`config.mk`:
```
export PLATFORM = sky130hd
export DESIGN_NAME = sev_csr
export DESIGN_NICKNAME = d
export VERILOG_FILES = /design/src/design/sev_pkg.sv /design/src/design/sev_pin_sync.sv /design/src/design/sev_lane_hold.sv /design/src/design/sev_csr.sv
export SDC_FILE = /design/constraint.sdc
export NUM_CORES = 1
export LEC_CHECK = 0
export ABC_CLOCK_PERIOD_IN_PS = 3000
export BUFFER_PORTS_ARGS = -buffer_cell sky130_fd_sc_hd__buf_2
export CAP_MARGIN = 20
export CORE_ASPECT_RATIO = 2
export CORE_MARGIN = 5
export CORE_UTILIZATION = 55
export DETAILED_ROUTE_END_ITERATION = 8
export GPL_TIMING_DRIVEN = 1
export PLACE_DENSITY = 0.8
export SKIP_LAST_GASP = 1
export SYNTH_ARGS = -nofsm -noshare
export SYNTH_HDL_FRONTEND = slang
export SYNTH_HIERARCHICAL = 1
export SYNTH_SLANG_ARGS = --single-unit
```
`constraint.sdc`:
```
create_clock -name core_clk -period 3 [get_ports core_clk]
set_clock_uncertainty 0.2 [all_clocks]
set_input_delay 0.6 -clock core_clk [delete_from_list [all_inputs] [get_ports core_clk]]
set_output_delay 0.6 -clock core_clk [all_outputs]
set_load 0.005 [all_outputs]
```
`src/design/sev_pkg.sv`:
```
// Purpose: Shared constants and types for the swing, equalization and verifier registers
// Assumes: Byte-wide registers reached over the two-wire configuration port
// Notes:   Tables hold decoded analog settings in percent or half-dB steps
package sev_pkg;
	// ************************************************************
	// Configuration port
	// ************************************************************
	localparam logic [6:0] DEV_ADDR  = 7'h2A; // Arbitrary bus address value
	localparam logic [3:0] BYTE_BITS = 4'h8;

	// ************************************************************
	// Register offsets and reset values
	// ************************************************************
	localparam logic [7:0] ADDR_APPLY  = 8'h0A;
	localparam logic [7:0] ADDR_SWING  = 8'h0C;
	localparam logic [7:0] ADDR_EQ     = 8'h0D;
	localparam logic [7:0] ADDR_PVCTL  = 8'h0E;
	localparam logic [7:0] ADDR_PVSTAT = 8'h0F;
	localparam logic [7:0] SWING_RST   = 8'h00;
	localparam logic [7:0] EQ_RST      = 8'h01;
	localparam logic [7:0] PVCTL_RST   = 8'h00;
	localparam logic [7:0] PVSTAT_RST  = 8'h00;

	// ************************************************************
	// Field positions
	// ************************************************************
	localparam int APPLY_BIT      = 2;
	localparam int SWING_DATA_LSB = 5;
	localparam int SWING_CLK_LSB  = 2;
	localparam int TAP_LSB        = 0;
	localparam int EQ_DATA_LSB    = 3;
	localparam int EQ_CLK_LSB     = 1;
	localparam int PULSE_LSB      = 4;
	localparam int LOAD_LSB       = 0;

	// ************************************************************
	// Lane verifier settings layout
	// ************************************************************
	localparam int LANES    = 4;
	localparam int SET_W    = 28;
	localparam int SEL_LSB  = 0;
	localparam int LEN_LSB  = 3;
	localparam int TO_BIT   = 6;
	localparam int CP20_BIT = 7;
	localparam int CP_LSB   = 8;

	// Pin synchroniser reset: {cfgSource, strap, sda, scl}
	localparam logic [3:0] PIN_SYNC_RST = 4'hB;

	// ************************************************************
	// Decode tables
	// ************************************************************
	localparam logic signed [5:0] SWING_PCT [8] = '{6'sd0, 6'sd7, 6'sd13, 6'sd18,
		-6'sd30, -6'sd22, -6'sd15, -6'sd7};
	localparam logic [5:0] EQ_DATA_HDB [8] = '{6'h00, 6'h09, 6'h0D, 6'h11,
		6'h15, 6'h18, 6'h1C, 6'h21};
	localparam logic [5:0] EQ_CLK_HDB [4] = '{6'h00, 6'h03, 6'h06, 6'h00};
	localparam logic [2:0] TAP_HDB [4] = '{3'h0, 3'h4, 3'h0, 3'h0};

	// ************************************************************
	// Types
	// ************************************************************
	typedef enum logic [3:0] {
		ST_IDLE      = 4'h0,
		ST_ADDR      = 4'h1,
		ST_ADDR_ACK  = 4'h3,
		ST_PTR       = 4'h2,
		ST_PTR_ACK   = 4'h6,
		ST_WDATA     = 4'h7,
		ST_WDATA_ACK = 4'h5,
		ST_RDATA     = 4'h4,
		ST_RDATA_ACK = 4'hC
	} sev_state_e;

	typedef enum logic [2:0] {
		MODE_OFF    = 3'h0,
		MODE_PRBS   = 3'h1,
		MODE_CLOCK  = 3'h2,
		MODE_CUSTOM = 3'h3,
		MODE_TIMING = 3'h4
	} sev_mode_e;
endpackage : sev_pkg

```
`src/design/sev_pin_sync.sv`:
```
// Purpose: Three-stage synchroniser with agreement filter for the slow pins
// Assumes: Pins change far slower than core_clk
// Notes:   A level counts once stages two and three agree
`timescale 1ns/10ps
module sev_pin_sync
	import sev_pkg::*;
(
	// Clock and reset
	input  wire logic       core_clk,
	input  wire logic       sys_rst,
	// Pins in, filtered levels out
	input  wire logic [3:0] pinIn,
	output logic      [3:0] pinLevel
);
	logic [3:0] stage1;
	logic [3:0] stage2;
	logic [3:0] stage3;

	// ************************************************************
	// Per-pin chain
	// ************************************************************
	for (genvar i = 0; i < 4; i++)
	begin : g_bit
		// Stage one only feeds stage two, keeping metastability contained
		always_ff @(posedge core_clk)
		begin
			if (sys_rst)
			begin
				stage1[i]   <= PIN_SYNC_RST[i];
				stage2[i]   <= PIN_SYNC_RST[i];
				stage3[i]   <= PIN_SYNC_RST[i];
				pinLevel[i] <= PIN_SYNC_RST[i];
			end
			else
			begin
				stage1[i] <= pinIn[i];
				stage2[i] <= stage1[i];
				stage3[i] <= stage2[i];
				if (stage2[i] == stage3[i])
					pinLevel[i] <= stage3[i];
			end
		end
	end
endmodule : sev_pin_sync

```
`src/design/sev_lane_hold.sv`:
```
// Purpose: Per-lane pass-through and hold of pattern-verifier settings
// Assumes: Settings come from same-clock control registers
// Notes:   One cycle from settings to lane output while loading
`timescale 1ns/10ps
module sev_lane_hold
	import sev_pkg::*;
(
	// Clock and reset
	input  wire logic             core_clk,
	input  wire logic             sys_rst,
	// Control side
	input  wire logic             load,
	input  wire logic [SET_W-1:0] settings,
	// Lane side
	output logic      [SET_W-1:0] heldSettings,
	output logic      [2:0]       mode
);
	sev_mode_e next_mode;

	// Pattern select decode; upper half is timing only
	always_comb
	begin
		case (settings[SEL_LSB +: 3])
			3'h0:    next_mode = MODE_OFF;
			3'h1:    next_mode = MODE_PRBS;
			3'h2:    next_mode = MODE_CLOCK;
			3'h3:    next_mode = MODE_CUSTOM;
			default: next_mode = MODE_TIMING;
		endcase
	end

	// Follow while loading, freeze otherwise
	always_ff @(posedge core_clk)
	begin
		if (sys_rst)
		begin
			heldSettings <= '0;
			mode         <= MODE_OFF;
		end
		else if (load)
		begin
			heldSettings <= settings;
			mode         <= next_mode;
		end
	end
endmodule : sev_lane_hold

```
`src/design/sev_csr.sv`:
```
// Purpose: Swing, pre-emphasis, equalization and lane verifier registers
// Assumes: Two-wire configuration port, pins sampled on core_clk at 25 MHz
// Notes:   Swing and equalization reach the lanes only through the apply bit
`timescale 1ns/10ps
module sev_csr
	import sev_pkg::*;
(
	// Clock and reset
	input  wire logic                   core_clk,
	input  wire logic                   sys_rst,
	// Two-wire configuration port
	input  wire logic                   cfgSclIn,
	input  wire logic                   cfgSdaIn,
	output logic                        cfgSdaOut,
	output logic                        cfgSdaOe,
	// Strap pins
	input  wire logic                   preEmphStrapPin,
	input  wire logic                   cfgSourcePin,
	// Verifier settings from the upper registers
	input  wire logic [2:0]             verifierPatternSelect,
	input  wire logic [2:0]             verifierSequenceLength,
	input  wire logic                   verifierTimingOption,
	input  wire logic                   customPatternWide,
	input  wire logic [19:0]            customPatternBits,
	// Lane status
	input  wire logic [LANES-1:0]       laneTimingPulse,
	input  wire logic [LANES-1:0]       laneMismatch,
	input  wire logic [LANES-1:0]       laneTraining,
	// Lane verifier settings
	output logic      [LANES*SET_W-1:0] laneVerifierSettings,
	output logic      [LANES*3-1:0]     laneVerifierMode,
	// Applied analog settings
	output logic                        dataSwingFromResistor,
	output logic signed [5:0]           dataSwingPercent,
	output logic                        clockSwingFollowsRate,
	output logic signed [5:0]           clockSwingPercent,
	output logic      [2:0]             postCursorHalfDb,
	output logic      [5:0]             dataEqHalfDb,
	output logic      [5:0]             clockEqHalfDb
);
	// ************************************************************
	// Declarations
	// ************************************************************
	logic       [3:0]       pinLevel;
	logic                   sclS;
	logic                   sdaS;
	logic                   strapS;
	logic                   cfgSrcS;
	logic                   sclPrev;
	logic                   sdaPrev;
	logic                   sclRise;
	logic                   sclFall;
	logic                   startSeen;
	logic                   stopSeen;
	sev_state_e             state;
	logic       [3:0]       bitCnt;
	logic       [7:0]       shift;
	logic       [7:0]       ptr;
	logic                   masterAck;
	logic                   wrStb;
	logic       [7:0]       rdData;
	logic                   applyPulse;
	logic       [2:0]       dataSwing;
	logic       [2:0]       clkSwing;
	logic       [1:0]       tap;
	logic       [2:0]       eqData;
	logic       [1:0]       eqClk;
	logic       [LANES-1:0] loadBits;
	logic       [LANES-1:0] pulseBits;
	logic       [7:0]       statusReg;
	logic       [SET_W-1:0] settingsBus;

	// ************************************************************
	// Pin capture and bus conditions
	// ************************************************************
	sev_pin_sync u_sync (
		.core_clk (core_clk),
		.sys_rst  (sys_rst),
		.pinIn    ({cfgSourcePin, preEmphStrapPin, cfgSdaIn, cfgSclIn}),
		.pinLevel (pinLevel)
	);

	assign sclS    = pinLevel[0];
	assign sdaS    = pinLevel[1];
	assign strapS  = pinLevel[2];
	assign cfgSrcS = pinLevel[3];

	// Previous filtered levels for edge finding
	always_ff @(posedge core_clk)
	begin
		if (sys_rst)
		begin
			sclPrev <= 1'b1;
			sdaPrev <= 1'b1;
		end
		else
		begin
			sclPrev <= sclS;
			sdaPrev <= sdaS;
		end
	end

	assign sclRise   = sclS & ~sclPrev;
	assign sclFall   = ~sclS & sclPrev;
	assign startSeen = sclS & sclPrev & sdaPrev & ~sdaS;
	assign stopSeen  = sclS & sclPrev & ~sdaPrev & sdaS;
	assign wrStb     = (state == ST_WDATA) && sclFall && (bitCnt == BYTE_BITS);

	// ************************************************************
	// Two-wire slave sequencer
	// ************************************************************
	// Bits sampled on SCL rise, SDA changed only after SCL fall
	always_ff @(posedge core_clk)
	begin
		if (sys_rst)
		begin
			state     <= ST_IDLE;
			bitCnt    <= 4'h0;
			shift     <= 8'h00;
			ptr       <= 8'h00;
			masterAck <= 1'b0;
			cfgSdaOe  <= 1'b0;
		end
		else if (startSeen)
		begin
			state    <= ST_ADDR;
			bitCnt   <= 4'h0;
			cfgSdaOe <= 1'b0;
		end
		else if (stopSeen)
		begin
			state    <= ST_IDLE;
			cfgSdaOe <= 1'b0;
		end
		else
		begin
			case (state)
				ST_ADDR, ST_PTR, ST_WDATA:
				begin
					if (sclRise && bitCnt != BYTE_BITS)
					begin
						shift  <= {shift[6:0], sdaS};
						bitCnt <= bitCnt + 4'h1;
					end
					else if (sclFall && bitCnt == BYTE_BITS)
					begin
						cfgSdaOe <= 1'b1;
						if (state == ST_ADDR)
						begin
							// Foreign address: drop off the bus until next start
							state    <= (shift[7:1] == DEV_ADDR) ? ST_ADDR_ACK : ST_IDLE;
							cfgSdaOe <= (shift[7:1] == DEV_ADDR);
						end
						else if (state == ST_PTR)
						begin
							ptr   <= shift;
							state <= ST_PTR_ACK;
						end
						else
						begin
							ptr   <= ptr + 8'h01;
							state <= ST_WDATA_ACK;
						end
					end
				end
				ST_ADDR_ACK:
				begin
					if (sclFall)
					begin
						bitCnt <= 4'h0;
						if (shift[0])
						begin
							state    <= ST_RDATA;
							shift    <= rdData;
							cfgSdaOe <= ~rdData[7];
						end
						else
						begin
							state    <= ST_PTR;
							cfgSdaOe <= 1'b0;
						end
					end
				end
				ST_PTR_ACK, ST_WDATA_ACK:
				begin
					if (sclFall)
					begin
						state    <= ST_WDATA;
						bitCnt   <= 4'h0;
						cfgSdaOe <= 1'b0;
					end
				end
				ST_RDATA:
				begin
					if (sclRise)
						bitCnt <= bitCnt + 4'h1;
					else if (sclFall && bitCnt == BYTE_BITS)
					begin
						state    <= ST_RDATA_ACK;
						ptr      <= ptr + 8'h01;
						cfgSdaOe <= 1'b0;
					end
					else if (sclFall)
					begin
						shift    <= {shift[6:0], 1'b0};
						cfgSdaOe <= ~shift[6];
					end
				end
				ST_RDATA_ACK:
				begin
					if (sclRise)
						masterAck <= ~sdaS;
					else if (sclFall && masterAck)
					begin
						state    <= ST_RDATA;
						bitCnt   <= 4'h0;
						shift    <= rdData;
						cfgSdaOe <= ~rdData[7];
					end
					else if (sclFall)
						state <= ST_IDLE;
				end
				default:
				begin
					state    <= ST_IDLE;
					cfgSdaOe <= 1'b0;
				end
			endcase
		end
	end

	// Open-drain: only ever pulls low
	always_ff @(posedge core_clk)
	begin
		cfgSdaOut <= 1'b0;
	end

	// ************************************************************
	// Read mux
	// ************************************************************
	always_comb
	begin
		case (ptr)
			ADDR_SWING:  rdData = {dataSwing, clkSwing, tap};
			ADDR_EQ:     rdData = {EQ_RST[7:6], eqData, eqClk, EQ_RST[0]};
			ADDR_PVCTL:  rdData = {pulseBits, loadBits};
			ADDR_PVSTAT: rdData = statusReg;
			default:     rdData = 8'h00;
		endcase
	end

	// ************************************************************
	// Control registers
	// ************************************************************
	// Swing fields, any code stored as written
	always_ff @(posedge core_clk)
	begin
		if (sys_rst)
		begin
			dataSwing <= SWING_RST[SWING_DATA_LSB +: 3];
			clkSwing  <= SWING_RST[SWING_CLK_LSB +: 3];
		end
		else if (wrStb && ptr == ADDR_SWING)
		begin
			dataSwing <= shift[SWING_DATA_LSB +: 3];
			clkSwing  <= shift[SWING_CLK_LSB +: 3];
		end
	end

	// Tap: pin control overrides software, software writes lost meanwhile
	always_ff @(posedge core_clk)
	begin
		if (sys_rst)
			tap <= SWING_RST[TAP_LSB +: 2];
		else if (!cfgSrcS)
			tap <= {1'b0, strapS};
		else if (wrStb && ptr == ADDR_SWING)
			tap <= shift[TAP_LSB +: 2];
	end

	// Equalization fields; reserved bits never stored
	always_ff @(posedge core_clk)
	begin
		if (sys_rst)
		begin
			eqData <= EQ_RST[EQ_DATA_LSB +: 3];
			eqClk  <= EQ_RST[EQ_CLK_LSB +: 2];
		end
		else if (wrStb && ptr == ADDR_EQ)
		begin
			eqData <= shift[EQ_DATA_LSB +: 3];
			eqClk  <= shift[EQ_CLK_LSB +: 2];
		end
	end

	// Load bits written; pulse bits are owned by the lanes
	always_ff @(posedge core_clk)
	begin
		if (sys_rst)
		begin
			loadBits  <= PVCTL_RST[LOAD_LSB +: LANES];
			pulseBits <= PVCTL_RST[PULSE_LSB +: LANES];
		end
		else
		begin
			pulseBits <= laneTimingPulse;
			if (wrStb && ptr == ADDR_PVCTL)
				loadBits <= shift[LOAD_LSB +: LANES];
		end
	end

	// Status is live lane state, host writes have no effect
	always_ff @(posedge core_clk)
	begin
		if (sys_rst)
			statusReg <= PVSTAT_RST;
		else
			statusReg <= {laneMismatch, laneTraining};
	end

	// Self-clearing apply: a one-cycle pulse, reads back zero
	always_ff @(posedge core_clk)
	begin
		if (sys_rst)
			applyPulse <= 1'b0;
		else
			applyPulse <= wrStb && (ptr == ADDR_APPLY) && shift[APPLY_BIT];
	end

	// ************************************************************
	// Applied lane settings
	// ************************************************************
	// Staged so a half-written setup never reaches the lanes
	always_ff @(posedge core_clk)
	begin
		if (sys_rst)
		begin
			dataSwingFromResistor <= 1'b1;
			dataSwingPercent      <= SWING_PCT[0];
			clockSwingFollowsRate <= 1'b1;
			clockSwingPercent     <= SWING_PCT[0];
			postCursorHalfDb      <= TAP_HDB[0];
			dataEqHalfDb          <= EQ_DATA_HDB[0];
			clockEqHalfDb         <= EQ_CLK_HDB[0];
		end
		else if (applyPulse)
		begin
			dataSwingFromResistor <= (dataSwing == 3'h0);
			dataSwingPercent      <= SWING_PCT[dataSwing];
			clockSwingFollowsRate <= (clkSwing == 3'h0);
			clockSwingPercent     <= SWING_PCT[clkSwing];
			postCursorHalfDb      <= TAP_HDB[tap];
			dataEqHalfDb          <= EQ_DATA_HDB[eqData];
			clockEqHalfDb         <= EQ_CLK_HDB[eqClk];
		end
	end

	// ************************************************************
	// Lane verifier hold
	// ************************************************************
	assign settingsBus = {customPatternBits, customPatternWide, verifierTimingOption,
		verifierSequenceLength, verifierPatternSelect};

	for (genvar g = 0; g < LANES; g++)
	begin : g_lane
		sev_lane_hold u_lane (
			.core_clk     (core_clk),
			.sys_rst      (sys_rst),
			.load         (loadBits[g]),
			.settings     (settingsBus),
			.heldSettings (laneVerifierSettings[g*SET_W +: SET_W]),
			.mode         (laneVerifierMode[g*3 +: 3])
		);
	end

	// ************************************************************
	// Checks
	// ************************************************************
	tap_strap_a:
		assert property (@(posedge core_clk) disable iff (sys_rst)
			!cfgSrcS |=> tap == {1'b0, $past(strapS)})
		else $error("tap not following strap under pin control");

	apply_gate_a:
		assert property (@(posedge core_clk) disable iff (sys_rst)
			!applyPulse |=> $stable(dataEqHalfDb) && $stable(dataSwingPercent))
		else $error("lane setting changed without apply");

	eq_decode_a:
		assert property (@(posedge core_clk) disable iff (sys_rst)
			applyPulse |=> dataEqHalfDb == EQ_DATA_HDB[$past(eqData)])
		else $error("data equalization decode wrong");

	swing_zero_a:
		assert property (@(posedge core_clk) disable iff (sys_rst)
			applyPulse |=> dataSwingFromResistor == ($past(dataSwing) == 3'h0))
		else $error("resistor swing select wrong");

	eq_reserved_a:
		assert property (@(posedge core_clk) disable iff (sys_rst)
			ptr == ADDR_EQ |-> rdData[0] && rdData[7:6] == 2'b00)
		else $error("reserved equalization bits wrong");

	status_track_a:
		assert property (@(posedge core_clk) disable iff (sys_rst)
			##1 1'b1 |-> statusReg == {$past(laneMismatch), $past(laneTraining)})
		else $error("status not tracking lanes");

	load_pass_a:
		assert property (@(posedge core_clk) disable iff (sys_rst)
			loadBits[0] |=> laneVerifierSettings[SET_W-1:0] == $past(settingsBus))
		else $error("lane zero not passing settings");

	load_hold_a:
		assert property (@(posedge core_clk) disable iff (sys_rst)
			!loadBits[1] |=> $stable(laneVerifierSettings[2*SET_W-1:SET_W]))
		else $error("lane one settings moved while held");

	reset_defaults_a:
		assert property (@(posedge core_clk)
			sys_rst |=> state == ST_IDLE && loadBits == 4'h0 && eqData == 3'h0
				&& dataSwing == 3'h0 && statusReg == PVSTAT_RST)
		else $error("defaults not restored by reset");
endmodule : sev_csr

```
==> impl_metrics.env, run 1 <==
export IMPL_design_power_total_w=0.00600
export IMPL_drtAntennaViolNets=0
export IMPL_worst_supply_voltage_drop_on_vdd_v=0.000655
export IMPL_timing_worst_slew_pin_value_ps=720
export IMPL_detailroute_via_count=7527
export IMPL_grt_first_pass_wirelength_um=38900
export IMPL_dp_cells=1323
export IMPL_hold_start="cfgSdaIn"
export IMPL_finalSetupViolCount=0
export IMPL_coreArea_mm2=0.0168
export IMPL_report_final_hold_viol_count=0
export IMPL_most_frequent_standard_cell_in_the_layout_excluding_fill_and_tap_cells="sky130_fd_sc_hd__dfxtp_1"
export IMPL_synthFlopType="sky130_fd_sc_hd__dfxtp_1"
export IMPL_avgViaCountPerCell=5.54
export IMPL_critical_path_arrival_ps=2760
export IMPL_timing_worst_setup_path_type="reg -> reg"
export IMPL_cap_viol_max_count=0
export IMPL_post_cts_setup_buffer_count=0
export IMPL_worstSetupStartpointType="register"
export IMPL_gr_util_all_layers=0.241
export IMPL_cts_hold_buffers=0
export IMPL_final_cells=1358
export IMPL_wl_per_cell_um=17.9
export IMPL_clock_latency_ps=500
export IMPL_critical_path_max_fanout=16
export IMPL_p_leak_nw=4.51
export IMPL_setup_repair_after_global_routing_missed_its_margin="false"
export IMPL_drt_drc_violations_left=0
export IMPL_drtPass1Iterations=7
export IMPL_post_syn_area_per_cell_um2=9.72
export IMPL_die_area_mm2=0.0200
export IMPL_grt_max_degree=98
export IMPL_initial_utilization=0.560
export IMPL_fillCellCount=1351
export IMPL_area_growth_syn_to_layout_pct=17.2
export IMPL_gp_congestion=0.874
export IMPL_clk_root_buffer_cell="sky130_fd_sc_hd__clkbuf_16"
export IMPL_async_flop_share=0
export IMPL_crit_end_category="register"
export IMPL_setup_tns_final_ps=0
export IMPL_ys_types=72
export IMPL_timing_critical_path_from="state[2]"
export IMPL_run_status="finished clean"
export IMPL_worstRegToRegCells=6
export IMPL_hold_path_class="in -> reg"
export IMPL_reg2reg_from="state[2]"
export IMPL_worst_setup_hold_path_clk_slew_ps=70
export IMPL_cts_htree_levels=1
export IMPL_crit_required_ps=3190
export IMPL_final_cell_mix="217 x sky130_fd_sc_hd__dfxtp_1, 192 x sky130_fd_sc_hd__buf_2, 157 x sky130_fd_sc_hd__nor2_1"
export IMPL_clock_fmax_ghz=0.390
export IMPL_yosysWarnings=6
export IMPL_core_rowCount=67
export IMPL_max_slew_margin_rel=0.520
export IMPL_count_of_flip_flops_with_a_built_in_enable_after_synthesis=0
export IMPL_initial_antenna_violation_count=1
export IMPL_die_width_um=103
export IMPL_drive_above_1_share=0.262
export IMPL_die_h_um=195
export IMPL_number_of_global_route_vias_before_repair=7724
export IMPL_io_buffer_count=193
export IMPL_top_level_ports=201
export IMPL_whs_path_depth=2
export IMPL_syn_cell_area_mm2=0.00944
export IMPL_final_min_clock_period_ps=2570
export IMPL_synth_seq_cells=221
export IMPL_global_route_overflow_total=0
export IMPL_dp_final_hpwl_um=17400
export IMPL_seq_area_frac_synth=0.469
export IMPL_netlist_instances=971
export IMPL_drt_first_iter_violations=289
export IMPL_drv_slew=0
export IMPL_finish_net_count=1201
export IMPL_tritoncts_num_buffers=19
export IMPL_max_clock_path_buffers=3
export IMPL_cts_repair_resize_count=0
export IMPL_fin_crit_sh=0.855
export IMPL_drt_wl_total_um=24300
export IMPL_cts_tree="built"
export IMPL_cts_sinks=221
export IMPL_pwr_density_cell_mw_per_mm2=542
-- worst max-delay path: stages, from the launching register on --
cell                      delay [ps]
sky130_fd_sc_hd__dfxtp_1         640
sky130_fd_sc_hd__xor2_1          450
sky130_fd_sc_hd__mux2i_1         220
sky130_fd_sc_hd__a22oi_4         320
sky130_fd_sc_hd__and4_4          320
sky130_fd_sc_hd__o21ai_0          90
sky130_fd_sc_hd__a31o_1          220
-- sequential cells by signal (all words and copies together) (netlist names), 4 cells and up --
signal,cells
g_lane.u_lane/heldSettings,112
g_lane.u_lane/mode,12
ptr,8
shift,8
statusReg,8
clockSwingPercent,6
dataSwingPercent,6
dataEqHalfDb,5
bitCnt,4
loadBits,4
pulseBits,4
state,4
u_sync/pinLevel,4
u_sync/stage1,4
u_sync/stage2,4
u_sync/stage3,4
-- metal layers --
metal	GRT usage	up-vias	wire length [um]
li1	-	3656	-
met1	0.244	3556	8310
met2	0.438	229	13200
met3	0.0496	86	1330
met4	0.141	0	1520
met5	0	-	0
-- logic make-up (layout without fill, tap and decap cells) --
| kind of cell | after synthesis | in the layout | share of synthesized area |
|---|---|---|---|
| adder cells (fa/ha/maj) | 18 | 18 | 0.0239 |
| AND/OR/NAND/NOR | 350 | 350 | 0.183 |
| buffers and inverters | 96 | 269 | 0.0660 |
| AO/OA/AOI/OAI | 156 | 156 | 0.122 |
| other | 1 | 8 | 0.000397 |
| XOR/XNOR | 3 | 3 | 0.00278 |
| multiplexers | 126 | 126 | 0.134 |
| flip-flops | 221 | 221 | 0.469 |
-- metrics by stage --
stage,cell area (um^2),hold WS [ps],utilization,setup WS [ps]
3_5_place_dp,10300,201,0.612,482
3_3_place_gp,10300,186,0.612,511
5_1_grt,11100,93.0,0.656,276
2_1_floorplan,9460,183,-,857
4_1_cts,11100,75.6,0.656,475
6_report,11100,88.1,0.656,434
-- layout make-up --
type / count / area (um^2) / area share
clock inverters: 12 / 248 / 0.0224
multi-input cells: 660 / 4420 / 0.399
repair buffers: 211 / 1120 / 0.101
diodes: 1 / 2.50 / 0.000226
clock buffers: 22 / 497 / 0.0449
inverters: 24 / 90.1 / 0.00814
flip-flops and latches: 221 / 4430 / 0.400
well taps: 207 / 259 / 0.0234
-- path summary, 6_finish.rpt --
path,end,slack [ps]
max,bitCnt[2],430
min reg2reg,u_sync/stage2[1],220
max reg2reg,bitCnt[2],430
min,u_sync/stage1[1],90
-- where the power goes --
| group | total (W) | internal, W | switching (W) |
|---|---|---|---|
| logic | 0.000134 | 0.0000454 | 0.0000890 |
| registers | 0.00295 | 0.00295 | 0.00000747 |
| clock network | 0.00291 | 0.00180 | 0.00111 |
| total | 0.00600 | 0.00480 | 0.00120 |
-- cell usage after synthesis, types with 7 or more instances --
master,number,area (um^2)
sky130_fd_sc_hd__nand2b_1,9,56.3
sky130_fd_sc_hd__nand2b_2,16,140
sky130_fd_sc_hd__a22oi_1,16,120
sky130_fd_sc_hd__a211oi_1,15,113
sky130_fd_sc_hd__ha_1,18,225
sky130_fd_sc_hd__buf_4,8,60.1
sky130_fd_sc_hd__clkbuf_1,27,101
sky130_fd_sc_hd__dfxtp_1,221,4420
sky130_fd_sc_hd__a21oi_1,57,285
sky130_fd_sc_hd__buf_2,14,70.1
sky130_fd_sc_hd__nor3_1,11,55.1
sky130_fd_sc_hd__buf_8,8,120
sky130_fd_sc_hd__a22o_1,7,61.3
sky130_fd_sc_hd__nor2_1,157,589
sky130_fd_sc_hd__inv_1,24,90.1
sky130_fd_sc_hd__o32ai_2,8,130
sky130_fd_sc_hd__buf_6,8,90.1
sky130_fd_sc_hd__mux2i_1,125,1250
sky130_fd_sc_hd__o21ai_0,8,40.0
sky130_fd_sc_hd__nor2b_1,19,119
sky130_fd_sc_hd__nand3_1,29,145
sky130_fd_sc_hd__nand2_1,58,218
sky130_fd_sc_hd__or2_2,11,68.8
No activity file was read; power rests on OpenSTA's default activity.
==> run 2: changes to the inputs <==
--- a/config.mk
+++ b/config.mk
@@ -9,10 +9,9 @@
 export BUFFER_PORTS_ARGS = -buffer_cell sky130_fd_sc_hd__buf_2
 export CAP_MARGIN = 20
 export CORE_ASPECT_RATIO = 2
-export CORE_MARGIN = 5
+export CORE_MARGIN = 2
 export CORE_UTILIZATION = 55
 export DETAILED_ROUTE_END_ITERATION = 8
-export GPL_TIMING_DRIVEN = 1
 export PLACE_DENSITY = 0.8
 export SKIP_LAST_GASP = 1
 export SYNTH_ARGS = -nofsm -noshare
==> run 2 against run 1 <==
Against the previous run:
- worst setup slack improved by 65 ps
- first-iteration DRC count is 10% higher
- global-route usage rose by 0.63 points
- die area shrank 8.7%
- register-to-register slack gained 70 ps
- critical path depth stayed put
- final cell count rose by 0.15%
- sequential share of layout area rose by 0.21 points
==> impl_metrics.env, run 2 (synthesis results as in run 1) <==
export IMPL_largest_register_ff_count=112
export IMPL_drt_first_iter_violations=319
export IMPL_setup_repair_after_global_routing_missed_its_margin="false"
export IMPL_worst_setup_hold_path_clk_slew_ps=70
export IMPL_worstSetupStartpointType="register"
export IMPL_core_rowCount=67
export IMPL_final_min_clock_period_ps=2500
export IMPL_slowest_stage="sky130_fd_sc_hd__dfxtp_1"
export IMPL_cts_tree="built"
export IMPL_initial_antenna_violation_count=1
export IMPL_clock_fmax_ghz=0.400
export IMPL_timing_worst_slew_pin_value_ps=717
export IMPL_avgViaCountPerCell=5.52
export IMPL_cts_htree_levels=1
export IMPL_die_h_um=189
export IMPL_die_area_mm2=0.0183
export IMPL_clock_latency_ps=490
export IMPL_final_core_util=0.656
export IMPL_largest_register="g_lane.u_lane/heldSettings"
export IMPL_max_slew_margin_rel=0.522
export IMPL_detailroute_via_count=7510
export IMPL_cts_hold_buffers=0
export IMPL_max_clock_path_buffers=3
export IMPL_timing_worst_setup_path_type="reg -> reg"
export IMPL_run_status="finished clean"
export IMPL_clk_root_buffer_cell="sky130_fd_sc_hd__clkbuf_16"
export IMPL_initial_utilization=0.563
export IMPL_hold_path_class="in -> reg"
export IMPL_io_buffer_count=193
export IMPL_tritoncts_num_buffers=20
export IMPL_setup_tns_final_ps=0
export IMPL_timing_critical_path_max_delay_family="compound AO/OA/AOI/OAI gates"
export IMPL_number_of_global_route_vias_before_repair=7608
export IMPL_p_leak_nw=4.49
export IMPL_drt_wl_total_um=23400
export IMPL_cts_sinks=221
export IMPL_finalSetupViolCount=0
export IMPL_post_cts_setup_buffer_count=0
export IMPL_report_final_hold_viol_count=0
export IMPL_die_width_um=96.6
export IMPL_most_frequent_standard_cell_in_the_layout_excluding_fill_and_tap_cells="sky130_fd_sc_hd__dfxtp_1"
export IMPL_pwr_density_cell_mw_per_mm2=519
export IMPL_combined_area_of_the_multi_input_logic_cells_mm2=0.00442
export IMPL_worst_path_largest_cell_delay_ps=620
export IMPL_grt_first_pass_wirelength_um=37700
export IMPL_worst_supply_voltage_drop_on_vdd_v=0.000474
export IMPL_drv_slew=0
export IMPL_global_route_overflow_total=0
export IMPL_critical_path_arrival_ps=2690
export IMPL_worst_r2r_setup_slack_ps=500
export IMPL_final_cell_mix="217 x sky130_fd_sc_hd__dfxtp_1, 192 x sky130_fd_sc_hd__buf_2, 157 x sky130_fd_sc_hd__nor2_1"
export IMPL_finish_net_count=1203
export IMPL_crit_end_category="register"
export IMPL_drt_drc_violations_left=0
export IMPL_crit_required_ps=3190
export IMPL_fin_crit_sh=0.834
export IMPL_drtPass1Iterations=4
export IMPL_drive_above_1_share=0.261
export IMPL_gr_util_all_layers=0.247
export IMPL_cap_viol_max_count=0
export IMPL_area_growth_syn_to_layout_pct=16.5
export IMPL_biggestRegsByFlops="g_lane.u_lane/heldSettings: 112 flops, g_lane.u_lane/mode: 12 flops"
export IMPL_cts_repair_resize_count=0
export IMPL_top_level_ports=201
export IMPL_wl_per_cell_um=17.2
export IMPL_coreArea_mm2=0.0168
export IMPL_storage_element_area_mm2=0.00443
export IMPL_critical_path_max_fanout=15
export IMPL_gp_congestion=0.888
export IMPL_timing_critical_path_cells="xor2_1, mux2i_1, a22oi_4, and4_4, o21ai_0, a31o_1"
export IMPL_dp_final_hpwl_um=16600
export IMPL_grt_max_degree=91
export IMPL_path_buf_inv=0
export IMPL_drtAntennaViolNets=0
export IMPL_fillCellCount=1385
-- run 2: cell count changes in the layout (fill, tap and decap cells not counted), sizes merged --
cell	delta
clkbuf	+7
bufinv	-5
buf	+1
clkinv	+1
clkinvlp	-1
inv	-1
-- run 2: final timing paths --
kind / from / end / depth (start not counted)
worst max-delay path: state[1] / bitCnt[2] / 6
worst min-delay path: cfgSclIn / u_sync/stage1[0] / 2
worst min register to register: u_sync/stage1[0] / u_sync/stage2[0] / 1
worst max register to register: state[1] / bitCnt[2] / 6
-- run 2: through the flow --
step	setup slack, ps	instances	power, W	area (um^2)	hold slack, ps
6_report	499	1360	0.00571	11000	93.1
5_1_grt	381	1360	0.00587	11000	90.6
4_1_cts	534	1359	0.00576	11000	82.4
3_5_place_dp	543	1324	0.00316	10300	202
3_3_place_gp	615	1324	0.00315	10300	195
2_1_floorplan	857	977	0.00309	9460	183
-- run 2: routing by layer --
| layer | track usage | vias up | share of wire |
|---|---|---|---|
| li1 | - | 3651 | - |
| met1 | 0.241 | 3568 | 0.35 |
| met2 | 0.473 | 221 | 0.55 |
| met3 | 0.0572 | 70 | 0.058 |
| met4 | 0.133 | 0 | 0.049 |
| met5 | 0 | - | 0 |
-- run 2: where the power goes --
part           internal, W  switching [W]
Sequential         0.00295     0.00000649
Clock              0.00155        0.00107
Combinational    0.0000454      0.0000883
-- run 2: area by class of cell --
class | instances | share of cell area
well taps | 207 | 0.0235
multi-input cells | 660 | 0.401
repair buffers | 212 | 0.102
inverters | 24 | 0.00819
clock buffers | 29 | 0.0541
clock inverters | 6 | 0.00751
diodes | 1 | 0.000227
flip-flops and latches | 221 | 0.403
-- run 2: worst register-to-register path: cells and delay by family (launching register included) --
family	cells	cell delay, ps
AND/OR/NAND/NOR	1	320
flip-flops	1	620
XOR/XNOR	1	440
AO/OA/AOI/OAI	3	630
multiplexers	1	200
==> run 3: changes to the inputs <==
--- a/config.mk
+++ b/config.mk
@@ -5,14 +5,14 @@
 export SDC_FILE = /design/constraint.sdc
 export NUM_CORES = 1
 export LEC_CHECK = 0
-export ABC_CLOCK_PERIOD_IN_PS = 3000
+export ABC_CLOCK_PERIOD_IN_PS = 2200
 export BUFFER_PORTS_ARGS = -buffer_cell sky130_fd_sc_hd__buf_2
 export CAP_MARGIN = 20
 export CORE_ASPECT_RATIO = 2
 export CORE_MARGIN = 2
-export CORE_UTILIZATION = 55
+export CORE_UTILIZATION = 49
 export DETAILED_ROUTE_END_ITERATION = 8
-export PLACE_DENSITY = 0.8
+export PLACE_DENSITY = 0.76
 export SKIP_LAST_GASP = 1
 export SYNTH_ARGS = -nofsm -noshare
 export SYNTH_HDL_FRONTEND = slang
==> constraint.sdc (replaced) <==
create_clock -name core_clk -period 2.2 [get_ports core_clk]
set_clock_uncertainty 0.2 [all_clocks]
set_input_delay 0.44 -clock core_clk [delete_from_list [all_inputs] [get_ports core_clk]]
set_output_delay 0.44 -clock core_clk [all_outputs]
set_load 0.005 [all_outputs]
==> run 3 against run 2 <==
Against the previous run:
- combinational power rose by 60%
- critical path type unchanged
- clock-buffer cell count is 3 higher
- critical endpoint is now tap[0]
- highest routed layer unchanged
- wire length grew 4.9%
==> impl_metrics.env, run 3 (synthesis results as in run 1) <==
export IMPL_fin_crit_sh=0.979
export IMPL_p_leak_nw=4.92
export IMPL_insertedDiodeCount=0
export IMPL_largest_register_ff_count=112
export IMPL_timing_worst_setup_path_type="reg -> reg"
export IMPL_finish_net_count=1280
export IMPL_grt_max_degree=94
export IMPL_total_switching_power_w=0.00165
export IMPL_final_core_util=0.628
export IMPL_drv_slew=0
export IMPL_switching_share=0.208
export IMPL_fin_ws_ps=46.6
export IMPL_initial_antenna_violation_count=0
export IMPL_dp_final_hpwl_um=17400
export IMPL_p_int_w=0.00630
export IMPL_gr_util_all_layers=0.238
export IMPL_report_final_hold_viol_count=0
export IMPL_drtAntennaViolNets=0
export IMPL_cts_htree_levels=1
export IMPL_core_rowCount=71
export IMPL_p_clk_frac=0.466
export IMPL_global_route_overflow_total=0
export IMPL_run_status="finished clean"
export IMPL_drt_drc_violations_left=0
export IMPL_worst_supply_voltage_drop_on_vdd_v=0.000730
export IMPL_coreArea_mm2=0.0188
export IMPL_drtPass1Iterations=5
export IMPL_clock_latency_ps=500
export IMPL_power_combinational_fraction=0.027
export IMPL_final_cell_mix="210 x sky130_fd_sc_hd__dfxtp_1, 192 x sky130_fd_sc_hd__buf_2, 157 x sky130_fd_sc_hd__nor2_1"
export IMPL_cap_viol_max_count=0
export IMPL_largest_register="g_lane.u_lane/heldSettings"
export IMPL_critical_path_max_fanout=5
export IMPL_hold_path_class="in -> reg"
export IMPL_top_level_ports=201
export IMPL_die_width_um=102
export IMPL_cts_sinks=221
export IMPL_crit_end_category="register"
export IMPL_finalSetupViolCount=0
export IMPL_tritoncts_num_buffers=21
export IMPL_wl_per_cell_um=16.6
export IMPL_gp_congestion=0.894
export IMPL_critical_path_arrival_ps=2360
export IMPL_drive_above_1_share=0.311
export IMPL_timing_worst_slew_pin_value_ps=578
export IMPL_die_h_um=200
export IMPL_max_clock_path_buffers=3
export IMPL_detailroute_via_count=7771
export IMPL_power_share_sequential=0.507
export IMPL_crit_required_ps=2410
export IMPL_number_of_global_route_vias_before_repair=7673
export IMPL_drt_first_iter_violations=279
export IMPL_biggestRegsByFlops="g_lane.u_lane/heldSettings: 112 flops, g_lane.u_lane/mode: 12 flops"
export IMPL_cts_tree="built"
export IMPL_clock_fmax_ghz=0.464
export IMPL_pwr_density_cell_mw_per_mm2=672
export IMPL_worstSetupStartpointType="register"
export IMPL_worst_setup_hold_path_clk_slew_ps=60
export IMPL_grt_first_pass_wirelength_um=39200
export IMPL_pre_cts_slack_ps=20.5
export IMPL_io_buffer_count=193
export IMPL_fillCellCount=1581
export IMPL_clk_root_buffer_cell="sky130_fd_sc_hd__clkbuf_16"
export IMPL_initial_utilization=0.501
export IMPL_die_area_mm2=0.0205
export IMPL_holdWs_ps=25.3
export IMPL_area_growth_syn_to_layout_pct=25.3
export IMPL_final_min_clock_period_ps=2150
export IMPL_max_slew_margin_rel=0.615
export IMPL_drt_wl_total_um=24600
export IMPL_avgViaCountPerCell=5.24
export IMPL_most_frequent_standard_cell_in_the_layout_excluding_fill_and_tap_cells="sky130_fd_sc_hd__dfxtp_1"
run 3: changes by cell type in the layout (fill, tap and decap cells not counted), moves of 3 or more:
cell	before	now
sky130_fd_sc_hd__buf_4	18	73
sky130_fd_sc_hd__dlygate4sd3_1	0	16
sky130_fd_sc_hd__dfxtp_1	217	210
sky130_fd_sc_hd__dfxtp_2	4	11
sky130_fd_sc_hd__buf_12	1	5
sky130_fd_sc_hd__clkinv_2	3	0
run 3: final cells by class:
type,count,area [um^2],share of cell area
clock inverter,3,68.8,0.00582
tap,255,319,0.0270
clock buffer,32,627,0.0530
multi-input combinational,660,4500,0.380
timing repair buffer,288,1790,0.151
sequential,221,4440,0.375
inverter,24,90.1,0.00761
run 3: critical path, cell delays in order, from the launching register on:
cell,delay [ps]
sky130_fd_sc_hd__dfxtp_2,330
sky130_fd_sc_hd__inv_2,70
sky130_fd_sc_hd__ha_2,170
sky130_fd_sc_hd__and3b_2,220
sky130_fd_sc_hd__nand2_4,80
sky130_fd_sc_hd__nor4_4,390
sky130_fd_sc_hd__buf_4,210
sky130_fd_sc_hd__nand3_1,100
sky130_fd_sc_hd__a311oi_2,300
run 3: worst paths after layout:
kind | from | to | slack (ps) | depth (start not counted)
setup reg to reg | bitCnt[0] | tap[0] | 50 | 8
hold reg to reg | u_sync/stage1[0] | u_sync/stage2[0] | 210 | 1
hold / removal | customPatternBits[4] | g_lane[2].u_lane/heldSettings[12] | 30 | 3
setup / recovery | bitCnt[0] | tap[0] | 50 | 8
run 3: layer usage:
layer | part of all wire | vias to the layer above | track usage
met5 | 0 | - | 0
met4 | 0.043 | 0 | 0.110
met3 | 0.052 | 60 | 0.0464
met2 | 0.55 | 216 | 0.436
met1 | 0.36 | 3689 | 0.253
li1 | - | 3806 | -
run 3: per-stage QoR:
step                std cells  power (W)  setup TNS [ps]  area (um^2)
floorplan                 977    0.00421               0         9460
global placement         1424    0.00431               0        10800
detailed placement       1424    0.00431               0        10800
CTS                      1476    0.00803               0        11700
global route             1483    0.00821           -42.5        11800
finish                   1483    0.00795               0        11800
run 3: power by group through the flow:
| stage | sequential (W) | combinational (W) | clock (W) |
|---|---|---|---|
| floorplan | 0.00412 | 0.0000979 | 0 |
| global placement | 0.00412 | 0.000191 | 0 |
| detailed placement | 0.00412 | 0.000192 | 0 |
| CTS | 0.00403 | 0.000215 | 0.00379 |
| global route | 0.00403 | 0.000234 | 0.00395 |
| finish | 0.00403 | 0.000215 | 0.00371 |
run 3: what timing repair did:
action                                 4_1_cts  5_1_grt
endpoints found under the hold margin       16        0
hold buffers                                16        0
setup endpoints to repair                    5       29
setup buffers                                1        7
pin swaps                                    0        7
resized for setup                            1       26
